<file path="src/verilog/rfc_pkg.sv">
// Shared constants, field layouts and carrier types of the remote command frame codec.
// =====================================================================
// Functional notes
// - Frame opens with one start delimiter byte.
// - Sixteen-bit length counts bytes before checksum.
// - Offset three type; 0x17 is remote request.
// - Correlation ID zero means no response frame.
// - Remote request answered by 0x97, same ID.
// - Option 0x01 suppresses link acknowledgements.
// - Option 0x02 applies now, else pending.
// - Option 0x10 secure, needs existing session.
// - Offset sixteen holds two command characters.
// - Empty parameter span queries current setting.
// - Checksum is 0xFF minus body sum.
// - Zero transmit options select default options.
// - Explicit request answered by 0x8B status.
// - Loopback cluster returns receive frame per format.
package rfc_pkg;
  // =====================================================================
  // Frame bytes and types.
  localparam logic [7:0] DELIM = 8'h7E;
  localparam logic [7:0] TYPE_REMOTE = 8'h17;
  localparam logic [7:0] TYPE_REMOTE_RSP = 8'h97;
  localparam logic [7:0] TYPE_EXPLICIT = 8'h11;
  localparam logic [7:0] TYPE_XSTAT = 8'h8B;
  localparam logic [7:0] TYPE_RX = 8'h90;
  localparam logic [7:0] TYPE_RX_EXPL = 8'h91;
  localparam logic [7:0] CSUM_BASE = 8'hFF;
  localparam logic [7:0] RX_OPT_ACKED = 8'h01;
  localparam logic [15:0] CLUSTER_LOOP = 16'h0012;
  localparam logic [15:0] CMD_APPLY = 16'h4143;
  // Option bit positions.
  localparam int OPT_NO_ACK = 0;
  localparam int OPT_APPLY = 1;
  localparam int OPT_SECURE = 4;
  // =====================================================================
  // Body positions, counted from the type byte.
  localparam logic [15:0] FRAME_HDR = 16'h0003;
  localparam logic [15:0] POS_TYPE = 16'h0000;
  localparam logic [15:0] POS_FID = 16'h0001;
  localparam logic [15:0] POS_DST64 = 16'h0002;
  localparam logic [15:0] POS_DST16 = 16'h000A;
  localparam logic [15:0] POS_ROPT = 16'h000C;
  localparam logic [15:0] POS_RCMD = 16'h000D;
  localparam logic [15:0] POS_RPARAM = 16'h000F;
  localparam logic [15:0] POS_SEP = 16'h000C;
  localparam logic [15:0] POS_DEP = 16'h000D;
  localparam logic [15:0] POS_CLU = 16'h000E;
  localparam logic [15:0] POS_PRO = 16'h0010;
  localparam logic [15:0] POS_XOPT = 16'h0013;
  localparam logic [15:0] POS_XDATA = 16'h0014;
  // Response body lengths without variable data.
  localparam logic [15:0] RSP_REMOTE_LEN = 16'h000F;
  localparam logic [15:0] RSP_XSTAT_LEN = 16'h0007;
  localparam logic [15:0] RSP_RX_LEN = 16'h000C;
  localparam logic [15:0] RSP_RXE_LEN = 16'h0012;
  localparam logic [2:0] PARAM_BYTES = 3'h4;
  // Status codes.
  localparam logic [7:0] ST_OK = 8'h00;
  localparam logic [7:0] ST_ERR = 8'h01;
  localparam logic [7:0] ST_BAD_PARAM = 8'h03;
  localparam logic [7:0] DELIV_FAIL = 8'h21;
  // =====================================================================
  // Register map, byte addresses, and control fields.
  localparam logic [3:0] REG_CTRL = 4'h0;
  localparam logic [3:0] REG_STAT = 4'h4;
  localparam logic [31:0] CTRL_RST = 32'h0000_0000;
  localparam int CTRL_FMT = 8;
  localparam int CTRL_SECURE = 9;
  // =====================================================================
  // Carrier types.
  typedef enum {K_REMOTE, K_STATUS, K_LOOP} rfc_kind_t;
  typedef struct packed {
    logic [15:0] command;
    logic [31:0] param;
    logic [2:0] plen;
    logic apply;
    logic no_ack;
    logic secure;
    logic query;
  } rfc_cmd_t;
  typedef struct packed {
    logic [7:0] opts;
    logic [15:0] cluster;
    logic loopback;
  } rfc_xmit_t;
endpackage

</file>
<file path="src/verilog/rfc_mem.sv">
// Byte store for loopback payload, with registered read data.
`timescale 1ns/1ps
module rfc_mem #(
  parameter int DEPTH = 64,
  parameter int AW = 6
) (
  input wire logic clk,
  input wire logic ce,
  input wire logic wr_en,
  input wire logic [AW-1:0] wr_addr,
  input wire logic [7:0] wr_data,
  input wire logic [AW-1:0] rd_addr,
  output logic [7:0] rd_data
);
  // Storage array; contents need no reset since reads follow writes.
  logic [7:0] mem [DEPTH];

  // Write and registered read share one clock-enabled process.
  always_ff @(posedge clk)
  begin
    if (ce)
    begin
      if (wr_en)
        mem[wr_addr] <= wr_data;
      rd_data <= mem[rd_addr];
    end
  end
endmodule

</file>
<file path="src/verilog/rfc_codec.sv">
// Frame parser and response builder of the remote command frame codec.
`timescale 1ns/1ps
module rfc_codec
  import rfc_pkg::*;
#(
  parameter int DEPTH = 64,
  parameter int AW = 6
) (
  input wire logic clk,
  input wire logic sys_rst,
  input wire logic ce,
  input wire logic [7:0] rx_byte,
  input wire logic rx_valid,
  output logic rx_ready,
  output logic [7:0] tx_byte,
  output logic tx_valid,
  input wire logic tx_ready,
  input wire logic [3:0] reg_addr,
  input wire logic [31:0] reg_wdata,
  input wire logic reg_wr,
  input wire logic reg_rd,
  output logic [31:0] reg_rdata,
  output rfc_cmd_t cmd,
  output logic cmd_valid,
  output logic apply_strobe,
  input wire logic node_done,
  input wire logic node_err,
  input wire logic [31:0] node_value,
  input wire logic [2:0] node_len,
  output rfc_xmit_t xmit,
  output logic xmit_valid,
  input wire logic deliver_fail
);
  // =====================================================================
  // Helpers.
  // Byte k of a 64-bit field, most significant byte first.
  function automatic logic [7:0] pick64(input logic [63:0] v, input logic [15:0] k);
    logic [63:0] s;
    s = v << {k[2:0], 3'b000};
    return s[63:56];
  endfunction
  // Byte k of a 16-bit field, most significant byte first.
  function automatic logic [7:0] pick16(input logic [15:0] v, input logic [15:0] k);
    return k[0] ? v[7:0] : v[15:8];
  endfunction

  typedef enum {RX_HUNT, RX_LEN_HI, RX_LEN_LO, RX_BODY, RX_CSUM} rfc_rx_t;
  typedef enum {TX_IDLE, TX_FETCH, TX_PUT, TX_WAIT} rfc_tx_t;

  // =====================================================================
  // Receive state and captured fields.
  rfc_rx_t rx_st; // Parser state.
  logic [15:0] len; // Body length from the frame.
  logic [15:0] pos; // Body position of the next byte.
  logic [7:0] sum; // Running body sum.
  logic [7:0] ftype; // Frame type.
  logic [7:0] fid; // Correlation identifier.
  logic [63:0] dst64; // Destination long address.
  logic [15:0] dst16; // Destination network address.
  logic [7:0] ropt; // Remote command options.
  logic [15:0] rcmd; // Two command characters.
  logic [31:0] param; // Parameter bytes, right aligned.
  logic [7:0] sep; // Source endpoint.
  logic [7:0] dep; // Destination endpoint.
  logic [15:0] cluster; // Cluster of an explicit request.
  logic [15:0] profile; // Profile of an explicit request.
  logic [7:0] xopt; // Raw transmit options.
  logic [31:0] ctrl; // Control register.
  logic apply_pending; // A written value awaits apply.
  logic [7:0] good_cnt; // Accepted frames.
  logic [7:0] bad_cnt; // Checksum failures.

  wire rx_take = ce && rx_valid && rx_ready;
  wire in_body = rx_take && (rx_st == RX_BODY);
  wire frame_end = rx_take && (rx_st == RX_CSUM);
  wire [7:0] sum_next = sum + rx_byte;
  wire csum_good = (sum_next == CSUM_BASE);
  wire [15:0] plen_full = len - POS_RPARAM;
  wire is_remote = (ftype == TYPE_REMOTE) && (len >= POS_RPARAM);
  wire is_expl = (ftype == TYPE_EXPLICIT) && (len >= POS_XDATA)
    && ((len - POS_XDATA) <= 16'(DEPTH));
  wire good_end = frame_end && csum_good;
  wire rem_end = good_end && is_remote;
  wire expl_end = good_end && is_expl;
  wire secure_bad = ropt[OPT_SECURE] && !ctrl[CTRL_SECURE];
  wire param_bad = plen_full > 16'(PARAM_BYTES);
  wire rem_issue = rem_end && !secure_bad && !param_bad;
  wire is_query = (plen_full == 16'h0000);
  wire [7:0] eff_opts = (xopt == 8'h00) ? ctrl[7:0] : xopt;

  // Parser sequencing: hunt, length, body, checksum.
  always_ff @(posedge clk)
  begin
    if (sys_rst)
    begin
      rx_st <= RX_HUNT;
      len <= 16'h0000;
      pos <= 16'h0000;
      sum <= 8'h00;
    end
    else if (rx_take)
    begin
      case (rx_st)
        RX_HUNT:
          if (rx_byte == DELIM)
            rx_st <= RX_LEN_HI;
        RX_LEN_HI:
        begin
          len[15:8] <= rx_byte;
          rx_st <= RX_LEN_LO;
        end
        RX_LEN_LO:
        begin
          // An empty body cannot carry a type, so the frame is dropped.
          len[7:0] <= rx_byte;
          pos <= 16'h0000;
          sum <= 8'h00;
          rx_st <= ({len[15:8], rx_byte} == 16'h0000) ? RX_HUNT : RX_BODY;
        end
        RX_BODY:
        begin
          sum <= sum_next;
          pos <= pos + 16'h0001;
          if (pos == len - 16'h0001)
            rx_st <= RX_CSUM;
        end
        RX_CSUM:
          rx_st <= RX_HUNT;
        default:
          rx_st <= RX_HUNT;
      endcase
    end
  end

  // Field capture by body position; all multi-byte fields arrive MSB first.
  always_ff @(posedge clk)
  begin
    if (sys_rst)
    begin
      ftype <= 8'h00;
      fid <= 8'h00;
      dst64 <= 64'h0;
      dst16 <= 16'h0000;
      ropt <= 8'h00;
      rcmd <= 16'h0000;
      param <= 32'h0;
    end
    else if (in_body)
    begin
      if (pos == POS_TYPE)
        ftype <= rx_byte;
      if (pos == POS_FID)
        fid <= rx_byte;
      if (pos >= POS_DST64 && pos < POS_DST16)
        dst64 <= {dst64[55:0], rx_byte};
      if (pos >= POS_DST16 && pos < POS_ROPT)
        dst16 <= {dst16[7:0], rx_byte};
      if (pos == POS_ROPT)
        ropt <= rx_byte;
      if (pos >= POS_RCMD && pos < POS_RPARAM)
        rcmd <= {rcmd[7:0], rx_byte};
      if (pos == POS_RCMD)
        param <= 32'h0;
      if (pos >= POS_RPARAM)
        param <= {param[23:0], rx_byte};
    end
  end

  // Explicit request fields; payload goes to the byte store.
  always_ff @(posedge clk)
  begin
    if (sys_rst)
    begin
      sep <= 8'h00;
      dep <= 8'h00;
      cluster <= 16'h0000;
      profile <= 16'h0000;
      xopt <= 8'h00;
    end
    else if (in_body)
    begin
      if (pos == POS_SEP)
        sep <= rx_byte;
      if (pos == POS_DEP)
        dep <= rx_byte;
      if (pos >= POS_CLU && pos < POS_PRO)
        cluster <= {cluster[7:0], rx_byte};
      if (pos >= POS_PRO && pos < POS_PRO + 16'h0002)
        profile <= {profile[7:0], rx_byte};
      if (pos == POS_XOPT)
        xopt <= rx_byte;
    end
  end

  // =====================================================================
  // Register port and counters.
  always_ff @(posedge clk)
  begin
    if (sys_rst)
    begin
      ctrl <= CTRL_RST;
      reg_rdata <= 32'h0;
      good_cnt <= 8'h00;
      bad_cnt <= 8'h00;
    end
    else if (ce)
    begin
      if (reg_wr && reg_addr == REG_CTRL)
        ctrl <= {22'h0, reg_wdata[9:0]};
      // Unmapped addresses read as zero.
      reg_rdata <= !reg_rd ? 32'h0 : (reg_addr == REG_CTRL) ? ctrl
        : (reg_addr == REG_STAT) ? {7'h0, !rx_ready, bad_cnt, good_cnt, 7'h0, apply_pending}
        : 32'h0;
      if (good_end)
        good_cnt <= good_cnt + 8'h01;
      if (frame_end && !csum_good)
        bad_cnt <= bad_cnt + 8'h01;
    end
  end

  // =====================================================================
  // Requests toward the node and the radio, and apply tracking.
  always_ff @(posedge clk)
  begin
    if (sys_rst)
    begin
      cmd <= '0;
      cmd_valid <= 1'b0;
      xmit <= '0;
      xmit_valid <= 1'b0;
      apply_strobe <= 1'b0;
      apply_pending <= 1'b0;
    end
    else if (ce)
    begin
      cmd_valid <= rem_issue;
      xmit_valid <= expl_end;
      apply_strobe <= rem_issue && (ropt[OPT_APPLY] || rcmd == CMD_APPLY);
      if (rem_issue)
      begin
        cmd <= '{rcmd, param, plen_full[2:0], ropt[OPT_APPLY], ropt[OPT_NO_ACK],
          ropt[OPT_SECURE], is_query};
        if (ropt[OPT_APPLY] || rcmd == CMD_APPLY)
          apply_pending <= 1'b0;
        else if (!is_query)
          apply_pending <= 1'b1;
      end
      if (expl_end)
        xmit <= '{eff_opts, cluster, cluster == CLUSTER_LOOP};
    end
  end

  // =====================================================================
  // Response scheduling and byte emitter.
  rfc_tx_t tx_st; // Emitter state.
  rfc_kind_t tx_kind; // Frame being emitted.
  rfc_kind_t rsp_kind; // Frame waiting to be emitted.
  logic rsp_pend; // A response awaits the emitter.
  logic rsp_wait; // Waiting for the node to finish a command.
  logic loop_pend; // A loopback receive frame is owed.
  logic [7:0] rsp_status; // Status byte of the pending response.
  logic [31:0] val; // Returned setting, right aligned.
  logic [2:0] vlen; // Bytes of returned setting.
  logic fmt; // Receive format latched at loopback start.
  logic [15:0] idx; // Frame byte index.
  logic [7:0] tx_sum; // Running sum of emitted body bytes.
  logic [7:0] body; // Body byte at the current index.
  logic [7:0] mem_rd; // Payload byte from the store.

  wire [15:0] b_off = idx - FRAME_HDR;
  wire [15:0] dlen = len - POS_XDATA;
  wire [15:0] dbase = fmt ? RSP_RXE_LEN : RSP_RX_LEN;
  wire [15:0] blen = (tx_kind == K_REMOTE) ? RSP_REMOTE_LEN + {13'h0, vlen}
    : (tx_kind == K_STATUS) ? RSP_XSTAT_LEN : dbase + dlen;
  wire [15:0] last_idx = blen + FRAME_HDR;
  wire [1:0] vsh = 2'(PARAM_BYTES - vlen + 3'(b_off - RSP_REMOTE_LEN));
  wire [31:0] vshift = val << {vsh, 3'b000};
  wire busy = rsp_pend || rsp_wait || loop_pend || (tx_st != TX_IDLE);
  wire tx_start = (tx_st == TX_IDLE) && (rsp_pend || loop_pend);
  wire mem_wr = in_body && (ftype == TYPE_EXPLICIT) && (pos >= POS_XDATA)
    && ((pos - POS_XDATA) < 16'(DEPTH));

  rfc_mem #(.DEPTH(DEPTH), .AW(AW)) u_mem (
    .clk(clk),
    .ce(ce),
    .wr_en(mem_wr),
    .wr_addr(AW'(pos - POS_XDATA)),
    .wr_data(rx_byte),
    .rd_addr(AW'(b_off - dbase)),
    .rd_data(mem_rd)
  );

  // Body byte selection for the three response kinds.
  always_comb
  begin
    body = 8'h00;
    case (tx_kind)
      K_REMOTE:
        if (b_off == 16'h0000) body = TYPE_REMOTE_RSP;
        else if (b_off == 16'h0001) body = fid;
        else if (b_off < 16'h000A) body = pick64(dst64, b_off - 16'h0002);
        else if (b_off < 16'h000C) body = pick16(dst16, b_off);
        else if (b_off < 16'h000E) body = pick16(rcmd, b_off - 16'h000C);
        else if (b_off == 16'h000E) body = rsp_status;
        else body = vshift[31:24];
      K_STATUS:
        if (b_off == 16'h0000) body = TYPE_XSTAT;
        else if (b_off == 16'h0001) body = fid;
        else if (b_off < 16'h0004) body = pick16(dst16, b_off);
        else if (b_off == 16'h0005) body = rsp_status;
        else body = 8'h00;
      K_LOOP:
        if (b_off == 16'h0000) body = fmt ? TYPE_RX_EXPL : TYPE_RX;
        else if (b_off < 16'h0009) body = pick64(dst64, b_off - 16'h0001);
        else if (b_off < 16'h000B) body = pick16(dst16, b_off - 16'h0001);
        else if (b_off >= dbase) body = mem_rd;
        else if (b_off == dbase - 16'h0001) body = RX_OPT_ACKED;
        else if (b_off == 16'h000B) body = dep;
        else if (b_off == 16'h000C) body = sep;
        else if (b_off < 16'h000F) body = pick16(cluster, b_off - 16'h000D);
        else body = pick16(profile, b_off - 16'h000F);
      default:
        body = 8'h00;
    endcase
  end

  wire [7:0] frame_byte = (idx == 16'h0000) ? DELIM
    : (idx == 16'h0001) ? blen[15:8] : (idx == 16'h0002) ? blen[7:0]
    : (idx == last_idx) ? CSUM_BASE - tx_sum : body;

  // Scheduler: one response slot plus an owed loopback frame.
  always_ff @(posedge clk)
  begin
    if (sys_rst)
    begin
      rsp_pend <= 1'b0;
      rsp_wait <= 1'b0;
      loop_pend <= 1'b0;
      rsp_kind <= K_REMOTE;
      rsp_status <= ST_OK;
      val <= 32'h0;
      vlen <= 3'h0;
    end
    else if (ce)
    begin
      if (tx_start)
        rsp_pend <= 1'b0;
      if (rem_issue)
        rsp_wait <= (fid != 8'h00);
      if (rem_end && !rem_issue)
      begin
        // Local refusals answer at once, without involving the node.
        rsp_pend <= (fid != 8'h00);
        rsp_kind <= K_REMOTE;
        rsp_status <= secure_bad ? ST_ERR : ST_BAD_PARAM;
        vlen <= 3'h0;
      end
      if (rsp_wait && node_done)
      begin
        rsp_wait <= 1'b0;
        rsp_pend <= 1'b1;
        rsp_kind <= K_REMOTE;
        rsp_status <= node_err ? ST_ERR : ST_OK;
        val <= node_value;
        vlen <= (cmd.query && !node_err) ? node_len : 3'h0;
      end
      if (expl_end)
      begin
        rsp_pend <= (fid != 8'h00);
        rsp_kind <= K_STATUS;
        rsp_status <= deliver_fail ? DELIV_FAIL : ST_OK;
        loop_pend <= (cluster == CLUSTER_LOOP);
      end
      else if (tx_start && !rsp_pend)
        loop_pend <= 1'b0;
    end
  end

  // Emitter: fetch a byte, present it, hold it until the host takes it.
  always_ff @(posedge clk)
  begin
    if (sys_rst)
    begin
      tx_st <= TX_IDLE;
      tx_kind <= K_REMOTE;
      idx <= 16'h0000;
      tx_sum <= 8'h00;
      tx_byte <= 8'h00;
      tx_valid <= 1'b0;
      fmt <= 1'b0;
      rx_ready <= 1'b1;
    end
    else if (ce)
    begin
      // The parser is held off while a response is owed, so captured fields stay stable.
      rx_ready <= !(busy || good_end);
      case (tx_st)
        TX_IDLE:
          if (tx_start)
          begin
            tx_kind <= rsp_pend ? rsp_kind : K_LOOP;
            fmt <= ctrl[CTRL_FMT];
            idx <= 16'h0000;
            tx_sum <= 8'h00;
            tx_st <= TX_FETCH;
          end
        TX_FETCH:
          tx_st <= TX_PUT;
        TX_PUT:
        begin
          tx_byte <= frame_byte;
          tx_valid <= 1'b1;
          if (idx >= FRAME_HDR && idx != last_idx)
            tx_sum <= tx_sum + frame_byte;
          tx_st <= TX_WAIT;
        end
        TX_WAIT:
          if (tx_ready)
          begin
            tx_valid <= 1'b0;
            idx <= idx + 16'h0001;
            tx_st <= (idx == last_idx) ? TX_IDLE : TX_FETCH;
          end
        default:
          tx_st <= TX_IDLE;
      endcase
    end
  end
endmodule

</file>
<file path="config.mk">
export PLATFORM = sky130hd
export DESIGN_NAME = rfc_codec
export DESIGN_NICKNAME = d
export VERILOG_FILES = /design/src/verilog/rfc_pkg.sv /design/src/verilog/rfc_mem.sv /design/src/verilog/rfc_codec.sv
export SDC_FILE = /design/constraint.sdc
export NUM_CORES = 2
export LEC_CHECK = 0
export BUFFER_PORTS_ARGS = -buffer_cell sky130_fd_sc_hd__buf_2
export CAP_MARGIN = 25
export CORE_AREA = 8 8 454 345
export CTS_BUF_LIST = sky130_fd_sc_hd__clkbuf_8
export DETAILED_ROUTE_END_ITERATION = 10
export DIE_AREA = 0 0 462 353
export GPL_ROUTABILITY_DRIVEN = 0
export PLACE_DENSITY = 0.53
export SYNTH_ARGS = -nofsm -noshare
export SYNTH_HDL_FRONTEND = slang
export SYNTH_SLANG_ARGS = --single-unit
export TNS_END_PERCENT = 50
</file>
<file path="constraint.sdc">
create_clock -name clk -period 11.2 [get_ports clk]
set_clock_uncertainty 0.2 [all_clocks]
set_input_delay 0.56 -clock clk [delete_from_list [all_inputs] [get_ports clk]]
set_output_delay 0.56 -clock clk [all_outputs]
set_load 0.02 [all_outputs]
</file>
==> run metrics <==
Worst Tran Pin Value 1.092 ns; Final Cell Area 51,550 sq um; hpwl dp 89,510 um; Worst path max stage delay 0.80 ns; CTS tree built; fraction of registers with async set/reset 0; Detailed Route WL 134,300 um; yosys warns 0; most used cell, CP ha_1; Post-synth EDFFs 520; CTS root buf clkbuf_8; fin worst setup slack 3.146 ns; share of post-route cells with drive strength above 1 0.1737; IO Count 214; crit path kind flip-flop to flip-flop; syn avg cell area 11.49 sq um; post-CTS sizing 0; Initial Util 0.2985; data arrival time of the critical path 8.63 ns; global-route usage over all layers 0.1597; die area 163,100 sq um; post-route setup TNS 0 ns; Setup crit start kind flip-flop; Area Overhead vs Synth 15.93%; clk buf depth 3; # DRC 0; TritonCTS Sinks 979; Logic pwr share 0.019; Yosys cell types 97; final setup vio count 0; synthesized instance count 3,871; cell area power density 136.1 nW/um^2; H-Tree Depth 4; leakage 17.71 nW; final net count 4,262; Data required, critical path 11.78 ns; Worst slew margin 0.2670; die height 353 um; RSZ-0062 raised after global routing no; CP Launch Point len[2]$_SDFFE_PP0P_; first-pass GRT wire length 200,900 um; Critical Path End Type flip-flop; Switching Fraction 0.2311; Clock Power Share 0.443; hold path start rx_byte[0]; core area 149,000 sq um; via/cell ratio 5.130; mapped cell area 44,470 sq um; pin count of the biggest net entering global routing 203; Chip Width 462 um; Worst path slowest cell dfxtp_1; First-pass DRT Iterations 6; sequential area share after synthesis 0.5578; worst vdd ir 107.3 uV; total grt overflow 0; WL/cell 21.50 um; WP buf/inv 1; clock latency on the worst-skew pair 0.87 ns; TritonCTS Buffers 160; row count 123; fin crit period 8.054 ns; worst-path fanout max 20; Sw Pwr 1.622 mW; Fin. Hold Viols 0; vias in the first global route 31,090; MaxCap Viol Count 0; Post-synth top flop edfxtp_1; worst hold-check path type input pin to flip-flop; Slew Limit Fails 0; Clock Pin Slew Worst Setup and Hold Paths 0.06 ns; Placed Area 47,420 sq um; Placement Setup Slack 3.314 ns; RR Startpoint len[2]$_SDFFE_PP0P_; status completed; antenna viol nets, final 0; initial antenna violation count 8; PortBufs 184; via count 32,040; Starting DRT DRC Count 3,085; Internal 5.396 mW; Seq pwr share 0.538; hold_ws 0.08083 ns; Hold-fix buffers, CTS 92; Yosys reg bits 979; cell family with most CP delay compound AO/OA/AOI/OAI gates; postcts setup bufs 0; fmax 124.2 MHz; final period utilization 0.7191
## worst reg2reg max path: stages (launching register included)
cell and delay [ns]:
dfxtp_1 0.80, inv_1 0.20, ha_1 0.35, xnor2_1 0.22, ha_1 0.31, nor2_1 0.10, a21oi_2 0.43, nand2_1 0.23
a211oi_1 0.27, mux2i_1 0.61, xor2_1 0.37, xnor2_1 0.13, a2111o_1 0.44, a211oi_4 0.71, nor4_1 0.34, a211oi_2 0.28
a2bb2oi_1 0.20, ha_1 0.29, a21o_1 0.20, a21o_1 0.19, a21oi_1 0.23, o21bai_1 0.09, a21oi_1 0.27, nor3_1 0.10
or3_1 0.36, o31ai_1 0.06
## power by group through the flow
stage          Sequential, mW  Clock (mW)  Combinational (mW)
2_1_floorplan            3.85           0              0.0408
3_3_place_gp             3.85           0               0.118
3_5_place_dp             3.85           0               0.120
4_1_cts                  3.78        3.20               0.136
5_1_grt                  3.77        3.36               0.145
6_report                 3.78        3.11               0.134
## registers in the layout, summed over array words and instances (netlist names), 10 cells and up
signal     flops
u_mem.mem    512
dst64         64
cmd           55
param         32
val           32
reg_rdata     25
xmit          25
cluster       16
dst16         16
idx           16
len           16
pos           16
profile       16
rcmd          16
ctrl          10
## final cells by class
class / count / area [sq um]
clock inverters: 113 / 744.5
repair buffers: 335 / 2371
flip-flops and latches: 979 / 24810
multi-input cells: 2581 / 18480
inverters: 58 / 217.7
diodes: 3 / 7.507
well taps: 2000 / 2502
fillers: 14930 / 97420
clock buffers: 176 / 2422
## layer usage
metal	track usage	wire, um	vias to the layer above
met1	0.2386	64040	15880
met2	0.2268	56430	1174
met5	0	0	-
met3	0.04287	11030	206
met4	0.04179	2768	0
li1	-	-	14780
## Yosys cell counts, types with 17 or more instances
cell,n,area (sq um)
nand3_1,102,510.5
a22oi_1,36,270.3
nor3_1,61,305.3
and3_1,25,156.4
mux2i_1,153,1531
a211oi_1,22,165.2
dfxtp_1,459,9189
and2_1,17,106.4
a21oi_1,352,1762
nand2_1,578,2170
buf_2,20,100.1
clkbuf_1,198,743.2
inv_1,54,202.7
buf_1,31,116.4
o21ai_0,73,365.4
o211ai_1,20,150.1
or3_1,24,150.1
mux2_2,21,236.5
nand4_1,51,319.1
nand2b_1,21,131.4
mux4_2,208,4684
xor2_1,45,394.1
nor2_1,367,1378
ha_1,54,675.7
xnor2_1,67,586.8
nor4_1,26,162.7
edfxtp_1,520,15610
## placed cells by master, fill, tap and decap left out, types with 13 or more instances in the layout
cell	n
a31oi_1	13
o22ai_1	13
nor4_1	24
nand3_1	102
clkinv_1	29
dfxtp_1	458
and3_1	25
mux2i_1	153
nor2b_1	13
nor2_1	367
mux4_2	208
buf_4	60
mux2_2	21
dlygate4sd3_1	92
xor2_1	44
or3_1	23
o21ai_0	73
nand4_1	51
clkbuf_8	177
a211oi_1	22
a21o_1	14
xnor2_1	66
o211ai_1	20
ha_1	53
a21oi_1	351
inv_1	109
buf_2	176
and2_1	16
edfxtp_1	520
nor3_1	60
nand2_1	577
a22oi_1	36
o31ai_1	14
nand2b_1	21
## cell families (layout without fill, tap and decap cells)
group / after synthesis / count (layout) / synth area share
buf+inv: 317 / 682 / 0.02842
mux: 382 / 382 / 0.1451
fa+ha+maj: 58 / 58 / 0.01700
simple gates: 1352 / 1352 / 0.1363
xor+xnor: 113 / 113 / 0.02243
flops: 979 / 979 / 0.5578
compound gates: 669 / 669 / 0.09291
other cells: 1 / 10 / 0.00008433
## stage by stage
| step | std cells | util | power [mW] |
|---|---|---|---|
| 4_1_cts | 6239 | 0.3458 | 7.112 |
| 2_1_floorplan | 3877 | - | 3.893 |
| 5_1_grt | 6245 | 0.3460 | 7.276 |
| 6_report | 6245 | 0.3460 | 7.018 |
| 3_3_place_gp | 5852 | 0.3178 | 3.970 |
| 3_5_place_dp | 5858 | 0.3183 | 3.972 |
## path summary, 6_finish.rpt
path                                  to  slack, ns  depth (start not counted)
setup / recovery  tx_sum[7]$_SDFFE_PP0P_       3.15                         25
hold / removal       sum[0]$_SDFFE_PP0P_       0.08                          4
setup reg to reg  tx_sum[7]$_SDFFE_PP0P_       3.15                         25
hold reg to reg     cmd[21]$_SDFFE_PP0P_       0.25                          2
No activity file was read; power rests on OpenSTA's default activity.
